<file path="src/design/csu_pkg.sv">
// Constants, register map and types of the clock synthesis unit
package csu_pkg;

    // ************************************************************
    // Clock and timing
    // ************************************************************
    localparam int CLK_HZ          = 125_000_000;
    localparam int ROSC_RUN_HZ     = 8_000_000;
    localparam int ROSC_SBY_HZ     = 400_000;
    localparam int CRYSTAL_OUT_PIN_MAX_HZ     = 8_000_000;
    localparam int ALT_MAX_HZ      = 64_000_000;
    localparam int ROSC_RUN_CYC    = CLK_HZ / ROSC_RUN_HZ;
    localparam int ROSC_SBY_CYC    = CLK_HZ / ROSC_SBY_HZ;
    // Least period of an external clock, rounded up
    localparam int CRYSTAL_OUT_PIN_MIN_CYC    = (CLK_HZ + CRYSTAL_OUT_PIN_MAX_HZ - 1) / CRYSTAL_OUT_PIN_MAX_HZ;
    localparam int ALT_MIN_CYC     = (CLK_HZ + ALT_MAX_HZ - 1) / ALT_MAX_HZ;
    localparam int STABLE_EDGES    = 64;
    localparam int LOR_TIMEOUT_CYC = 1024;
    localparam int POST_MAX_SEL    = 8;

    // ************************************************************
    // Register map
    // ************************************************************
    localparam logic [2:0] ADDR_PLL_CTRL = 3'h0;
    localparam logic [2:0] ADDR_OSC_CTRL = 3'h1;
    localparam logic [2:0] ADDR_STATUS   = 3'h2;
    localparam logic [2:0] ADDR_MASK     = 3'h3;
    localparam logic [2:0] ADDR_FOPT     = 3'h4;
    localparam logic [2:0] ADDR_STATE    = 3'h5;

    // pll_control_reg fields
    localparam int PLL_SRC_BIT  = 0;
    localparam int PLL_PD_BIT   = 1;
    localparam int POST_LSB     = 4;
    localparam int POST_W       = 4;
    localparam logic [15:0] PLL_CTRL_RST = 16'h0002;

    // oscillator_control_reg fields
    localparam int TRIM_W       = 10;
    localparam int BYPASS_BIT   = 10;
    localparam int ALT_SEL_BIT  = 11;
    localparam int ROSC_LSB     = 12;
    localparam int XOSC_PD_BIT  = 14;
    localparam logic [15:0] OSC_CTRL_RST = 16'h0000;

    // Status bits, one per event
    localparam int ST_LOR    = 0;
    localparam int ST_REFUSE = 1;
    localparam int ST_STABLE = 2;
    localparam int ST_W      = 3;

    typedef enum logic [1:0] {
        ROSC_RUN,
        ROSC_STBY,
        ROSC_OFF
    } csu_rosc_mode_t;

endpackage

</file>
<file path="src/design/csu_clock_synth_unit.sv">
// Clock synthesis unit: source select, PLL guard, postscaler, system and 3X rates
//
// Strobed register access and the address map were decided locally.
`timescale 1ns/1ps

// Contract
// - Postscaler divides selected clock by 1,2,4 up to 256.
// - System clock is postscaler output halved, 50% duty.
// - High-speed clock runs at three times the system clock rate.
// - Loss of PLL reference forces a fallback to the internal source and sets status.
// - Software can power down PLL, relaxation or crystal oscillator.
// - Relaxation oscillator runs 8 MHz, standbys 400 kHz, or powers down.
// - After reset the internal oscillator is selected, select bit zero.
// - Do not switch to an external source until enabled and stable.
// - Trim field occupies bits 0 to 9 of oscillator control.
// - Factory trim is loaded into factory option register at reset.
// - Bypass bit takes external clock on crystal output pin, below 8 MHz.
// - Alternate clock pin used when selected and port B configured, max 64 MHz.
module csu_clock_synth_unit
(
    input  wire logic                       clk_i,
    input  wire logic                       rst_b_i,
    input  wire logic [2:0]                 addr_i,
    input  wire logic [15:0]                wdata_i,
    input  wire logic                       we_i,
    input  wire logic                       re_i,
    output logic      [15:0]                rdata_o,
    input  wire logic [csu_pkg::TRIM_W-1:0] factory_trim_i,
    input  wire logic                       crystal_in_pin_i,
    input  wire logic                       crystal_out_pin_i,
    input  wire logic                       alt_clock_in_pin_i,
    input  wire logic                       port_b_peripheral_enable_i,
    input  wire logic [1:0]                 port_b_function_select_i,
    output logic      [csu_pkg::TRIM_W-1:0] trim_o,
    output logic                            rosc_standby_o,
    output logic                            rosc_pd_o,
    output logic                            xosc_pd_o,
    output logic                            pll_pd_o,
    output logic                            sys_clk_o,
    output logic                            sys_tick_o,
    output logic                            hs_tick_o,
    output logic                            irq_o
);
    import csu_pkg::*;

    // ************************************************************
    // Registers
    // ************************************************************
    logic [15:0]       pll_ctrl_q;
    logic [15:0]       osc_ctrl_q;
    logic [ST_W-1:0]   status_q;
    logic [ST_W-1:0]   mask_q;
    logic [TRIM_W-1:0] fopt_q;
    logic              fopt_done_q;
    logic [ST_W-1:0]   ev;
    logic              wr_pll;
    logic              wr_osc;
    logic              ext_stable;
    logic              lor_ev;
    logic              refuse_ev;
    csu_rosc_mode_t    rosc_mode;

    assign wr_pll = we_i && addr_i == ADDR_PLL_CTRL;
    assign wr_osc = we_i && addr_i == ADDR_OSC_CTRL;

    always_comb
    begin
        case (osc_ctrl_q[ROSC_LSB +: 2])
            2'h0:    rosc_mode = ROSC_RUN;
            2'h1:    rosc_mode = ROSC_STBY;
            default: rosc_mode = ROSC_OFF;
        endcase
    end

    // Switching to an external source is refused while it is unstable
    assign refuse_ev = wr_pll && wdata_i[PLL_SRC_BIT] && !pll_ctrl_q[PLL_SRC_BIT]
                       && !ext_stable;

    always_ff @(posedge clk_i)
    begin
        if (!rst_b_i)
            pll_ctrl_q <= PLL_CTRL_RST;
        else if (wr_pll)
        begin
            pll_ctrl_q <= wdata_i;
            if (refuse_ev || lor_ev)
                pll_ctrl_q[PLL_SRC_BIT] <= 1'b0;
        end
        else if (lor_ev)
            pll_ctrl_q[PLL_SRC_BIT] <= 1'b0;
    end

    always_ff @(posedge clk_i)
    begin
        if (!rst_b_i)
            osc_ctrl_q <= OSC_CTRL_RST;
        else if (wr_osc)
            osc_ctrl_q <= wdata_i;
    end

    // Factory trim is captured on the first clock after reset release
    always_ff @(posedge clk_i)
    begin
        if (!rst_b_i)
        begin
            fopt_q      <= '0;
            fopt_done_q <= 1'b0;
        end
        else if (!fopt_done_q)
        begin
            fopt_q      <= factory_trim_i;
            fopt_done_q <= 1'b1;
        end
    end

    assign trim_o         = osc_ctrl_q[TRIM_W-1:0];
    assign rosc_standby_o = rosc_mode == ROSC_STBY;
    assign rosc_pd_o      = rosc_mode == ROSC_OFF;
    assign xosc_pd_o      = osc_ctrl_q[XOSC_PD_BIT];
    assign pll_pd_o       = pll_ctrl_q[PLL_PD_BIT];

    // ************************************************************
    // Relaxation oscillator model
    // ************************************************************
    // Frequency is modelled on the system clock; trim acts only in analog
    logic [8:0] rosc_cnt_q;
    logic [8:0] rosc_lim;
    logic       rosc_tick;

    assign rosc_lim  = (rosc_mode == ROSC_STBY) ? 9'(ROSC_SBY_CYC - 1)
                                                : 9'(ROSC_RUN_CYC - 1);
    assign rosc_tick = rosc_mode != ROSC_OFF && rosc_cnt_q >= rosc_lim;

    always_ff @(posedge clk_i)
    begin
        if (!rst_b_i || rosc_mode == ROSC_OFF || rosc_tick)
            rosc_cnt_q <= '0;
        else
            rosc_cnt_q <= rosc_cnt_q + 9'h001;
    end

    // ************************************************************
    // External source and stability watch
    // ************************************************************
    logic       alt_ok;
    logic       ext_pin;
    logic       ext_pin_q;
    logic       ext_edge;
    logic [4:0] per_q;
    logic [6:0] good_q;
    logic [4:0] min_per;

    assign alt_ok   = osc_ctrl_q[ALT_SEL_BIT] && port_b_peripheral_enable_i
                      && port_b_function_select_i == 2'h1;
    assign ext_pin  = alt_ok ? alt_clock_in_pin_i
                    : osc_ctrl_q[BYPASS_BIT] ? crystal_out_pin_i
                    : (crystal_in_pin_i && !osc_ctrl_q[XOSC_PD_BIT]);
    assign min_per  = alt_ok ? 5'(ALT_MIN_CYC) : 5'(CRYSTAL_OUT_PIN_MIN_CYC);
    assign ext_edge = ext_pin && !ext_pin_q;
    assign ext_stable = good_q == 7'(STABLE_EDGES);

    always_ff @(posedge clk_i)
    begin
        if (!rst_b_i)
            ext_pin_q <= 1'b0;
        else
            ext_pin_q <= ext_pin;
    end

    always_ff @(posedge clk_i)
    begin
        if (!rst_b_i || ext_edge)
            per_q <= '0;
        else if (per_q != 5'h1f)
            per_q <= per_q + 5'h01;
    end

    // Too fast a clock or any write to oscillator control clears stability
    always_ff @(posedge clk_i)
    begin
        if (!rst_b_i || wr_osc)
            good_q <= '0;
        else if (ext_edge && (per_q + 5'h01) < min_per)
            good_q <= '0;
        else if (ext_edge && !ext_stable)
            good_q <= good_q + 7'h01;
    end

    // ************************************************************
    // Source select, PLL and loss of reference
    // ************************************************************
    logic        src_ext;
    logic        ref_tick;
    logic        pll_tick;
    logic [10:0] lor_cnt_q;

    assign src_ext  = pll_ctrl_q[PLL_SRC_BIT];
    assign ref_tick = src_ext ? ext_edge : rosc_tick;
    // PLL modelled as a locked unity multiplier
    assign pll_tick = ref_tick;
    assign lor_ev   = !pll_pd_o && lor_cnt_q == 11'(LOR_TIMEOUT_CYC);

    always_ff @(posedge clk_i)
    begin
        if (!rst_b_i || pll_pd_o || ref_tick || lor_ev)
            lor_cnt_q <= '0;
        else
            lor_cnt_q <= lor_cnt_q + 11'h001;
    end

    // ************************************************************
    // Postscaler, system clock and 3X clock
    // ************************************************************
    logic       post_tick;
    logic       sys_q;
    logic [9:0] hs_acc_q;
    logic [9:0] hs_thr;
    logic [POST_W-1:0] post_sel;
    logic [POST_W-1:0] hs_sel_q;

    csu_postscaler u_post (
        .clk_i   (clk_i),
        .rst_b_i (rst_b_i),
        .tick_i  (pll_tick),
        .sel_i   (pll_ctrl_q[POST_LSB +: POST_W]),
        .sel_o   (post_sel),
        .tick_o  (post_tick)
    );

    always_ff @(posedge clk_i)
    begin
        if (!rst_b_i)
            sys_q <= 1'b0;
        else if (post_tick)
            sys_q <= !sys_q;
    end

    assign sys_clk_o  = sys_q;
    assign sys_tick_o = post_tick && sys_q;

    // Three pulses per system period: add 3 per source tick, drain one
    // system-period share per pulse; the clock is fast enough to drain
    assign hs_thr    = 10'h002 << hs_sel_q;
    assign hs_tick_o = hs_acc_q >= hs_thr;

    // A new ratio restarts the share count, else a falling ratio bursts
    always_ff @(posedge clk_i)
    begin
        if (!rst_b_i)
        begin
            hs_sel_q <= '0;
            hs_acc_q <= '0;
        end
        else if (hs_sel_q != post_sel)
        begin
            hs_sel_q <= post_sel;
            hs_acc_q <= '0;
        end
        else
            hs_acc_q <= hs_acc_q + (pll_tick ? 10'h003 : 10'h000)
                        - (hs_tick_o ? hs_thr : 10'h000);
    end

    // ************************************************************
    // Status, mask and interrupt
    // ************************************************************
    logic ext_stable_q;

    always_ff @(posedge clk_i)
    begin
        if (!rst_b_i)
            ext_stable_q <= 1'b0;
        else
            ext_stable_q <= ext_stable;
    end

    always_comb
    begin
        ev            = '0;
        ev[ST_LOR]    = lor_ev;
        ev[ST_REFUSE] = refuse_ev;
        ev[ST_STABLE] = ext_stable && !ext_stable_q;
    end

    // Set wins over a write-one clear in the same cycle
    always_ff @(posedge clk_i)
    begin
        if (!rst_b_i)
            status_q <= '0;
        else if (we_i && addr_i == ADDR_STATUS)
            status_q <= (status_q & ~wdata_i[ST_W-1:0]) | ev;
        else
            status_q <= status_q | ev;
    end

    always_ff @(posedge clk_i)
    begin
        if (!rst_b_i)
            mask_q <= '0;
        else if (we_i && addr_i == ADDR_MASK)
            mask_q <= wdata_i[ST_W-1:0];
    end

    assign irq_o = |(status_q & mask_q);

    // ************************************************************
    // Read port
    // ************************************************************
    always_ff @(posedge clk_i)
    begin
        if (!rst_b_i || !re_i)
            rdata_o <= '0;
        else
            case (addr_i)
                ADDR_PLL_CTRL: rdata_o <= pll_ctrl_q;
                ADDR_OSC_CTRL: rdata_o <= osc_ctrl_q;
                ADDR_STATUS:   rdata_o <= 16'(status_q);
                ADDR_MASK:     rdata_o <= 16'(mask_q);
                ADDR_FOPT:     rdata_o <= 16'(fopt_q);
                ADDR_STATE:    rdata_o <= {10'h000, alt_ok, sys_q,
                                           post_sel == 4'h0, ext_stable,
                                           !pll_pd_o, src_ext};
                default:       rdata_o <= 16'h0000;
            endcase
    end
endmodule // csu_clock_synth_unit

</file>
<file path="src/design/csu_postscaler.sv">
// Power-of-two postscaler that changes ratio only at a period boundary
`timescale 1ns/1ps
module csu_postscaler
(
    input  wire logic                       clk_i,
    input  wire logic                       rst_b_i,
    input  wire logic                       tick_i,
    input  wire logic [csu_pkg::POST_W-1:0] sel_i,
    output logic      [csu_pkg::POST_W-1:0] sel_o,
    output logic                            tick_o
);
    import csu_pkg::*;

    logic [POST_W-1:0] sel_q;
    logic [7:0]        cnt_q;
    logic [7:0]        lim;
    logic              wrap;

    assign lim    = 8'((9'h001 << sel_q) - 9'h001);
    assign wrap   = tick_i && (cnt_q == lim);
    assign tick_o = wrap;
    assign sel_o  = sel_q;

    // New ratio is taken only when a period ends, so no short pulse
    always_ff @(posedge clk_i)
    begin
        if (!rst_b_i)
            sel_q <= '0;
        else if (wrap || (cnt_q == 8'h00 && !tick_i))
            sel_q <= (sel_i > POST_W'(POST_MAX_SEL)) ? POST_W'(POST_MAX_SEL) : sel_i;
    end

    always_ff @(posedge clk_i)
    begin
        if (!rst_b_i)
            cnt_q <= '0;
        else if (wrap)
            cnt_q <= '0;
        else if (tick_i)
            cnt_q <= cnt_q + 8'h01;
    end
endmodule // csu_postscaler

</file>
<file path="config.mk">
export PLATFORM = sky130hd
export DESIGN_NAME = csu_clock_synth_unit
export DESIGN_NICKNAME = d
export VERILOG_FILES = /design/src/design/csu_pkg.sv /design/src/design/csu_clock_synth_unit.sv /design/src/design/csu_postscaler.sv
export SDC_FILE = /design/constraint.sdc
export NUM_CORES = 1
export LEC_CHECK = 0
export ABC_CLOCK_PERIOD_IN_PS = 4850
export BUFFER_PORTS_ARGS = -buffer_cell sky130_fd_sc_hd__buf_2
export CAP_MARGIN = 20
export CORE_UTILIZATION = 40
export CTS_BUF_LIST = sky130_fd_sc_hd__clkbuf_8
export CTS_CLUSTER_DIAMETER = 120
export DETAILED_ROUTE_END_ITERATION = 16
export PLACE_DENSITY_LB_ADDON = 0.08
export SLEW_MARGIN = 5
export SYNTH_ARGS = -nofsm -noshare
export SYNTH_HDL_FRONTEND = slang
export SYNTH_SLANG_ARGS = --single-unit
</file>
<file path="constraint.sdc">
create_clock -name clk_i -period 4.85 [get_ports clk_i]
set_input_delay 0.485 -clock clk_i [delete_from_list [all_inputs] [get_ports clk_i]]
set_output_delay 0.485 -clock clk_i [all_outputs]
set_load 0.03 [all_outputs]
</file>
==> impl_metrics.ini, run 1 <==
[status]
status = completed

[layout]
final_area_um2 = 7210
post-route-util_pct = 46.8
n_fill_cell = 1588
seqCellArea_um2 = 2520
syn_to_final_growth_pct = 12.4
multi_input_area_um2 = 3580
drive_gt1_share_pct = 14.4
fin_nets = 888
stdcell_count = 1030

[timing]
final_max_slew_viol_count = 0
hold_violations = 0
grt_setup_unrepaired = false
fmax_mhz = 239
tightestPinTransition_ns = 0.778
layout_setup_ws_ns = 0.669
fin_skew_ns = 0.0133
setup_viol = 0
timing.final.crit_share_pct = 86.2
slew-limit-headroom_pct = 48.1
layout_min_cycle_time_ns = 4.18
hold_ws_ns = 0.287
setup-tns-final_ns = 0

[clock_network]
cts_setup_buffers = 0
clockRootBuffer = clkbuf_8
htreeDepth = 4
clk_pin_slew_ns = 0.07
cts_hold_buf = 0
clock_sinks = 126
cts_tree = done
cts_made_buffers = 17
cts.path.max_buffers = 2
clock_latency_ns = 0.44
post_cts_resized = 0

[critical_path]
cp_slowest_cell = nor2b_1
crit_path_end_kind = flop
worst-r2r-setup-slack_ns = 0.67
worst-path-max-fanout = 9
rr_worst_depth = 17
worstSetupPathType = flop to flop
critPathTopFamily = compound AO/OA/AOI/OAI gates
crit_arrival_ns = 4.55
worstPathRequired_ns = 5.22
timing.rr.end = hs_acc_q[8]$_SDFF_PP0_
critPathMaxStageDelay_ns = 0.41
start_kind = flop
worstReg2RegStart = hs_sel_q[1]$_SDFFE_PN0P_
crit_chain = nor2b_1 > nand2_1 > ha_1 > a22oi_1 > and4b_1 > nand2_1 > a21o_1 > and2_1 > fa_1 > inv_1 > ha_1 > nor2b_1 > o21ai_0 > a21boi_0 > o21a_1 > o41ai_1 > mux2i_1
critPathBufInv = 1

[power_and_ir_drop]
power_frac_comb_pct = 27.1
p_int_mw = 1.88
p_leak_nw = 3.00
cellPowerDensity_nw_per_um2 = 380
clock_power_share_pct = 31.7
p_total_mw = 2.74
ir_worst_vdd_mv = 0.177
p_sw_uw = 867
power_frac_seq_pct = 41.1
switching_share_pct = 31.6

[floorplanning]
dieArea_um2 = 16500
io_pins = 73
coreArea_um2 = 15400
die_h_um = 129
rows = 45
floorplan.initialDensity_pct = 41.6
die_x_um = 129

[yosys]
syn-num-nets = 840
netlist_top_cells_count = dfxtp_1 (126), nand2_1 (105), nor2_1 (101), a21oi_1 (52), ha_1 (41)
seq_area_frac_synth_pct = 39.3
synth-main-ff-cell = dfxtp_1
ys_ff_latch = 126
synthTopCellsByArea = dfxtp_1 (39%), ha_1 (8.0%), nand2_1 (6.1%)
synth_area_leader_cell = dfxtp_1
synth_warnings = 0
synth.distinct_cells = 61
synthMostInstantiatedCell = dfxtp_1
synth_edf_count = 0
synth_area_um2 = 6410
synth.avg_cell_area_um2 = 8.45
synthArstFlopShare_pct = 0
syn_inst = 759
synth_top_area_share_pct = 39.3

[grt]
grt_max_degree = 46
grt_pass1_wl_um = 25300
gr-usage-all-layers_pct = 20.1
grt_overflow = 0
antenna_found_initial = 2
grt_pass1_vias = 5082

[detailed_routing]
met2_length_um = 7190
vias = 5315
wirelength_um = 15700
avgRoutedWirePerCell_um = 15.2
drt-met1-wl_um = 7310
firstDrtPassIters = 4
ant_nets = 0
dr.first_iter.drc_count = 233
drc = 0
drt-vias-per-instance = 5.16
wl_met3_um = 884
top_layer_used = met5

[placement]
dp_hpwl_um = 11700
place_ws_ns = 0.712
port_buffers = 72
post_dp_cell_area_um2 = 6840
gp_congestion = 0.859
post-place-cells = 999

[worst_hold_path]
hold_end = fopt_q[3]$_SDFFE_PN0N_
min-delay-start = factory_trim_i[3]
min_path_cells = 3
hold_path.class = input pin to flop

[run]
max_cap_viol_count = 0
final cells by class:
class / instances / area share [%]
multi-input combinational: 563 / 49.6
clock inverter: 12 / 1.72
antenna: 1 / 0.0347
clock buffer: 18 / 3.43
timing repair buffer: 76 / 5.38
tap: 211 / 3.66
sequential: 126 / 35.0
inverter: 23 / 1.20
cell usage in the layout (no fill, tap or decap), drive strengths merged, types with 2 or more instances in the layout:
cell        n
o21ai      11
xor2       24
o211a       2
o211ai      6
a311o       3
nor2b      14
o41ai       2
clkinv      5
clkinvlp    2
nand2     105
or2         4
and2       11
xnor2      19
and3        5
or3         8
nor2      101
a21boi      4
nand3      27
inv        26
mux2i      33
a22oi       3
a211oi      6
clkbuf     18
o21a        4
dfxtp     126
ha         41
nor4b       4
or4b        3
bufinv      2
nor4        3
a21o        4
nor3       14
mux4        3
nor3b       3
and4        2
a21oi      52
nand4      10
buf        76
nand2b     14
power groups by stage:
stage | clock network, mW | logic (mW) | registers (mW)
finish | 0.870 | 0.744 | 1.13
global route | 0.942 | 0.849 | 1.13
CTS | 0.895 | 0.749 | 1.13
detailed placement | 0 | 0.745 | 1.15
global placement | 0 | 0.726 | 1.15
floorplan | 0 | 0.594 | 1.14
per-layer routing:
layer | up-vias | global-route usage, %
li1 | 2692 | -
met1 | 2495 | 24.8
met2 | 105 | 32.6
met3 | 21 | 6.15
met4 | 2 | 8.44
met5 | - | 0
kinds of logic after synthesis:
kind of cell	after synthesis	synth area share, %
muxes	36	6.20
DFF	126	39.3
AOI/OAI and AO/OA	109	10.9
xor gates and xnor gates	43	5.87
buffers and inverters	70	4.90
and+or+nand+nor	333	24.5
adders and majority gates	42	8.31
worst register-to-register path, stage by stage, from the launching register on:
cell      delay [ns]
dfxtp_1         0.40
nor2b_1         0.41
nand2_1         0.12
ha_1            0.30
a22oi_1         0.16
and4b_1         0.23
nand2_1         0.07
a21o_1          0.26
and2_1          0.19
fa_1            0.35
inv_1           0.07
ha_1            0.25
nor2b_1         0.16
o21ai_0         0.20
a21boi_0        0.15
o21a_1          0.22
o41ai_1         0.38
mux2i_1         0.22
worst max-delay path by stage:
stage,cells past startpoint,slack [ns],to,startpoint
after CTS,17,0.71,hs_acc_q[8]$_SDFF_PP0_,osc_ctrl_q[13]$_SDFFE_PN0P_
after global routing,17,0.32,hs_acc_q[8]$_SDFF_PP0_,hs_sel_q[1]$_SDFFE_PN0P_
after global placement,17,0.88,hs_acc_q[8]$_SDFF_PP0_,hs_sel_q[1]$_SDFFE_PN0P_
after detailed placement,17,0.71,hs_acc_q[8]$_SDFF_PP0_,hs_sel_q[1]$_SDFFE_PN0P_
after floorplan,16,0.65,hs_acc_q[8]$_SDFF_PP0_,hs_sel_q[0]$_SDFFE_PN0P_
final,17,0.67,hs_acc_q[8]$_SDFF_PP0_,hs_sel_q[1]$_SDFFE_PN0P_
state kept, by name, summed over array words and instances, names as in the netlist, 3 cells and up:
signal        flops
hs_acc_q         10
rdata_o          16
u_post.cnt_q      8
osc_ctrl_q       16
per_q             5
pll_ctrl_q       16
hs_sel_q          4
good_q            7
fopt_q           10
u_post.sel_o      4
mask_q            3
lor_cnt_q        11
rosc_cnt_q        9
status_q          3
Power figures use the tool's default switching activity.
==> run 2, diff against run 1 <==
--- a/config.mk
+++ b/config.mk
@@ -12,6 +12,7 @@
 export CTS_BUF_LIST = sky130_fd_sc_hd__clkbuf_8
 export CTS_CLUSTER_DIAMETER = 120
 export DETAILED_ROUTE_END_ITERATION = 16
+export MAX_ROUTING_LAYER = met4
 export PLACE_DENSITY_LB_ADDON = 0.08
 export SLEW_MARGIN = 5
 export SYNTH_ARGS = -nofsm -noshare
==> run 2 against run 1 <==
Net effect:
- total power about the same
- global-route usage up 0.68 points
- setup slack better by 0.0060 ns
- die area unchanged
- via count up 0.28%
- clock-buffer cell count unchanged
- sequential power about the same
- cell count about the same
- worst hold slack worse by 0.0032 ns
- maximum frequency up 0.14%
- clock skew up 0.0015 ns
- routed wire length down 0.18%
- critical endpoint unchanged
- largest cell class unchanged
- largest power group unchanged
==> impl_metrics.ini, run 2 (same netlist as run 1, synthesis figures left out) <==
[layout]
n_fill_cell = 1589
fin_nets = 888
layout_commonest_cell = dfxtp_1
final_area_um2 = 7220
syn_to_final_growth_pct = 12.5
drive_gt1_share_pct = 14.4
reg_top3 = osc_ctrl_q x16, pll_ctrl_q x16, rdata_o x16
mostFrequentLayoutCells = dfxtp_1 (126), nand2_1 (105), nor2_1 (101)

[critical_path]
worst-r2r-setup-slack_ns = 0.67
timing.rr.end = hs_acc_q[8]$_SDFF_PP0_
rr_worst_depth = 17
critPathBufInv = 1
crit_end = hs_acc_q[8]$_SDFF_PP0_
crit_path_end_kind = flop
crit_chain = nor2b_1 > nand2_1 > ha_1 > a22oi_1 > and4b_1 > nand2_1 > a21o_1 > and2_1 > fa_1 > inv_1 > ha_1 > nor2b_1 > o21ai_0 > a21boi_0 > o21a_1 > o41ai_1 > mux2i_1
crit_start = hs_sel_q[1]$_SDFFE_PN0P_
worstPathRequired_ns = 5.22
cp.depth = 17
crit_arrival_ns = 4.55
cp_slowest_cell = nor2b_1
worst-path-max-fanout = 9
critPathMaxStageDelay_ns = 0.41
worstReg2RegStart = hs_sel_q[1]$_SDFFE_PN0P_
critPathTopFamily = compound AO/OA/AOI/OAI gates
worstSetupPathType = flop to flop
start_kind = flop

[floorplanning]
rows = 45
coreArea_um2 = 15400
dieArea_um2 = 16500
io_pins = 73
floorplan.initialDensity_pct = 41.6
die_h_um = 129
die_x_um = 129

[clock_network]
cts_tree = done
clock_sinks = 126
cts_setup_buffers = 0
clock_latency_ns = 0.45
cts_made_buffers = 17
clk_pin_slew_ns = 0.08
cts.path.max_buffers = 2
clockRootBuffer = clkbuf_8
post_cts_resized = 0
cts_hold_buf = 0
htreeDepth = 4

[power_and_ir_drop]
cellPowerDensity_nw_per_um2 = 380
power_frac_comb_pct = 27.1
clock_power_share_pct = 31.7
p_leak_nw = 3.00
power_frac_seq_pct = 41.2
switching_share_pct = 31.6
ir_worst_vdd_mv = 0.179
p_int_mw = 1.88
p_sw_uw = 866

[timing]
tightestPinTransition_ns = 0.780
timing.final.crit_share_pct = 86.1
layout_min_cycle_time_ns = 4.18
final_max_slew_viol_count = 0
setup_viol = 0
grt_setup_unrepaired = false
fin_skew_ns = 0.0148
slew-limit-headroom_pct = 48.0
hold_violations = 0
fmax_mhz = 239
setup-tns-final_ns = 0

[placement]
dp_hpwl_um = 11700
post_dp_cell_area_um2 = 6840
gp_congestion = 0.873
port_buffers = 72

[grt]
antenna_found_initial = 2
grt_pass1_vias = 5079
grt_overflow = 0
grt_pass1_wl_um = 25400
grt_max_degree = 46
gr-usage-all-layers_pct = 20.8

[detailed_routing]
drc = 0
vias = 5330
avgRoutedWirePerCell_um = 15.2
drt-vias-per-instance = 5.17
wirelength_um = 15700
firstDrtPassIters = 5
ant_nets = 0
dr.first_iter.drc_count = 257

[status]
status = completed

[worst_hold_path]
hold_path.class = input pin to flop

[run]
max_cap_viol_count = 0
## run 2: tightest hold or removal path, delay by kind of cell
family                 cells  cell delay, ns
and+or+nand+nor            1            0.05
buffers and inverters      1            0.11
AOI/OAI and AO/OA          1            0.05
## run 2: power by group through the flow
stage	registers, mW	logic (mW)	clock network, mW
4_1_cts	1.13	0.749	0.895
2_1_floorplan	1.14	0.594	0
5_1_grt	1.13	0.849	0.943
3_3_place_gp	1.15	0.726	0
6_report	1.13	0.744	0.870
3_5_place_dp	1.15	0.745	0
## run 2: stage by stage
step           utilization (%)  hold slack (ns)  power [mW]  setup slack [ns]  instances
2_1_floorplan                -            0.430        1.73             0.652        759
3_3_place_gp              44.3            0.439        1.88             0.879        998
3_5_place_dp              44.3            0.443        1.90             0.712        999
4_1_cts                   46.7            0.253        2.77             0.706       1029
5_1_grt                   46.8            0.261        2.93             0.322       1031
6_report                  46.8            0.284        2.74             0.675       1031
## run 2: routing by layer
metal	track usage [%]	vias to the layer above	share of wire [%]	routed length (um)
met1	25.2	2487	47	7310
met3	5.74	22	5.6	883
met4	8.44	0	2.0	312
li1	-	2689	-	-
met2	32.6	132	46	7160
met5	-	-	0	0
## run 2: worst min-delay path by stage
stage | start | endpoint | slack, ns | cells past startpoint
final | wdata_i[10] | pll_ctrl_q[10]$_SDFFE_PN0P_ | 0.28 | 3
after global placement | pll_ctrl_q[3]$_SDFFE_PN0P_ | pll_ctrl_q[3]$_SDFFE_PN0P_ | 0.44 | 2
after global routing | factory_trim_i[9] | fopt_q[9]$_SDFFE_PN0N_ | 0.26 | 3
after detailed placement | pll_ctrl_q[3]$_SDFFE_PN0P_ | pll_ctrl_q[3]$_SDFFE_PN0P_ | 0.44 | 2
after CTS | factory_trim_i[9] | fopt_q[9]$_SDFFE_PN0N_ | 0.25 | 3
after floorplan | rosc_cnt_q[0]$_SDFF_PP0_ | rosc_cnt_q[0]$_SDFF_PP0_ | 0.43 | 1
## run 2: layout make-up
class | count | area, um^2 | area share (%)
inverters | 23 | 86.3 | 1.20
repair buffers | 76 | 388 | 5.38
well taps | 211 | 264 | 3.66
clock buffers | 18 | 248 | 3.43
flip-flops and latches | 126 | 2520 | 35.0
multi-input cells | 563 | 3580 | 49.6
clock inverters | 12 | 124 | 1.72
diodes | 2 | 5.00 | 0.0694
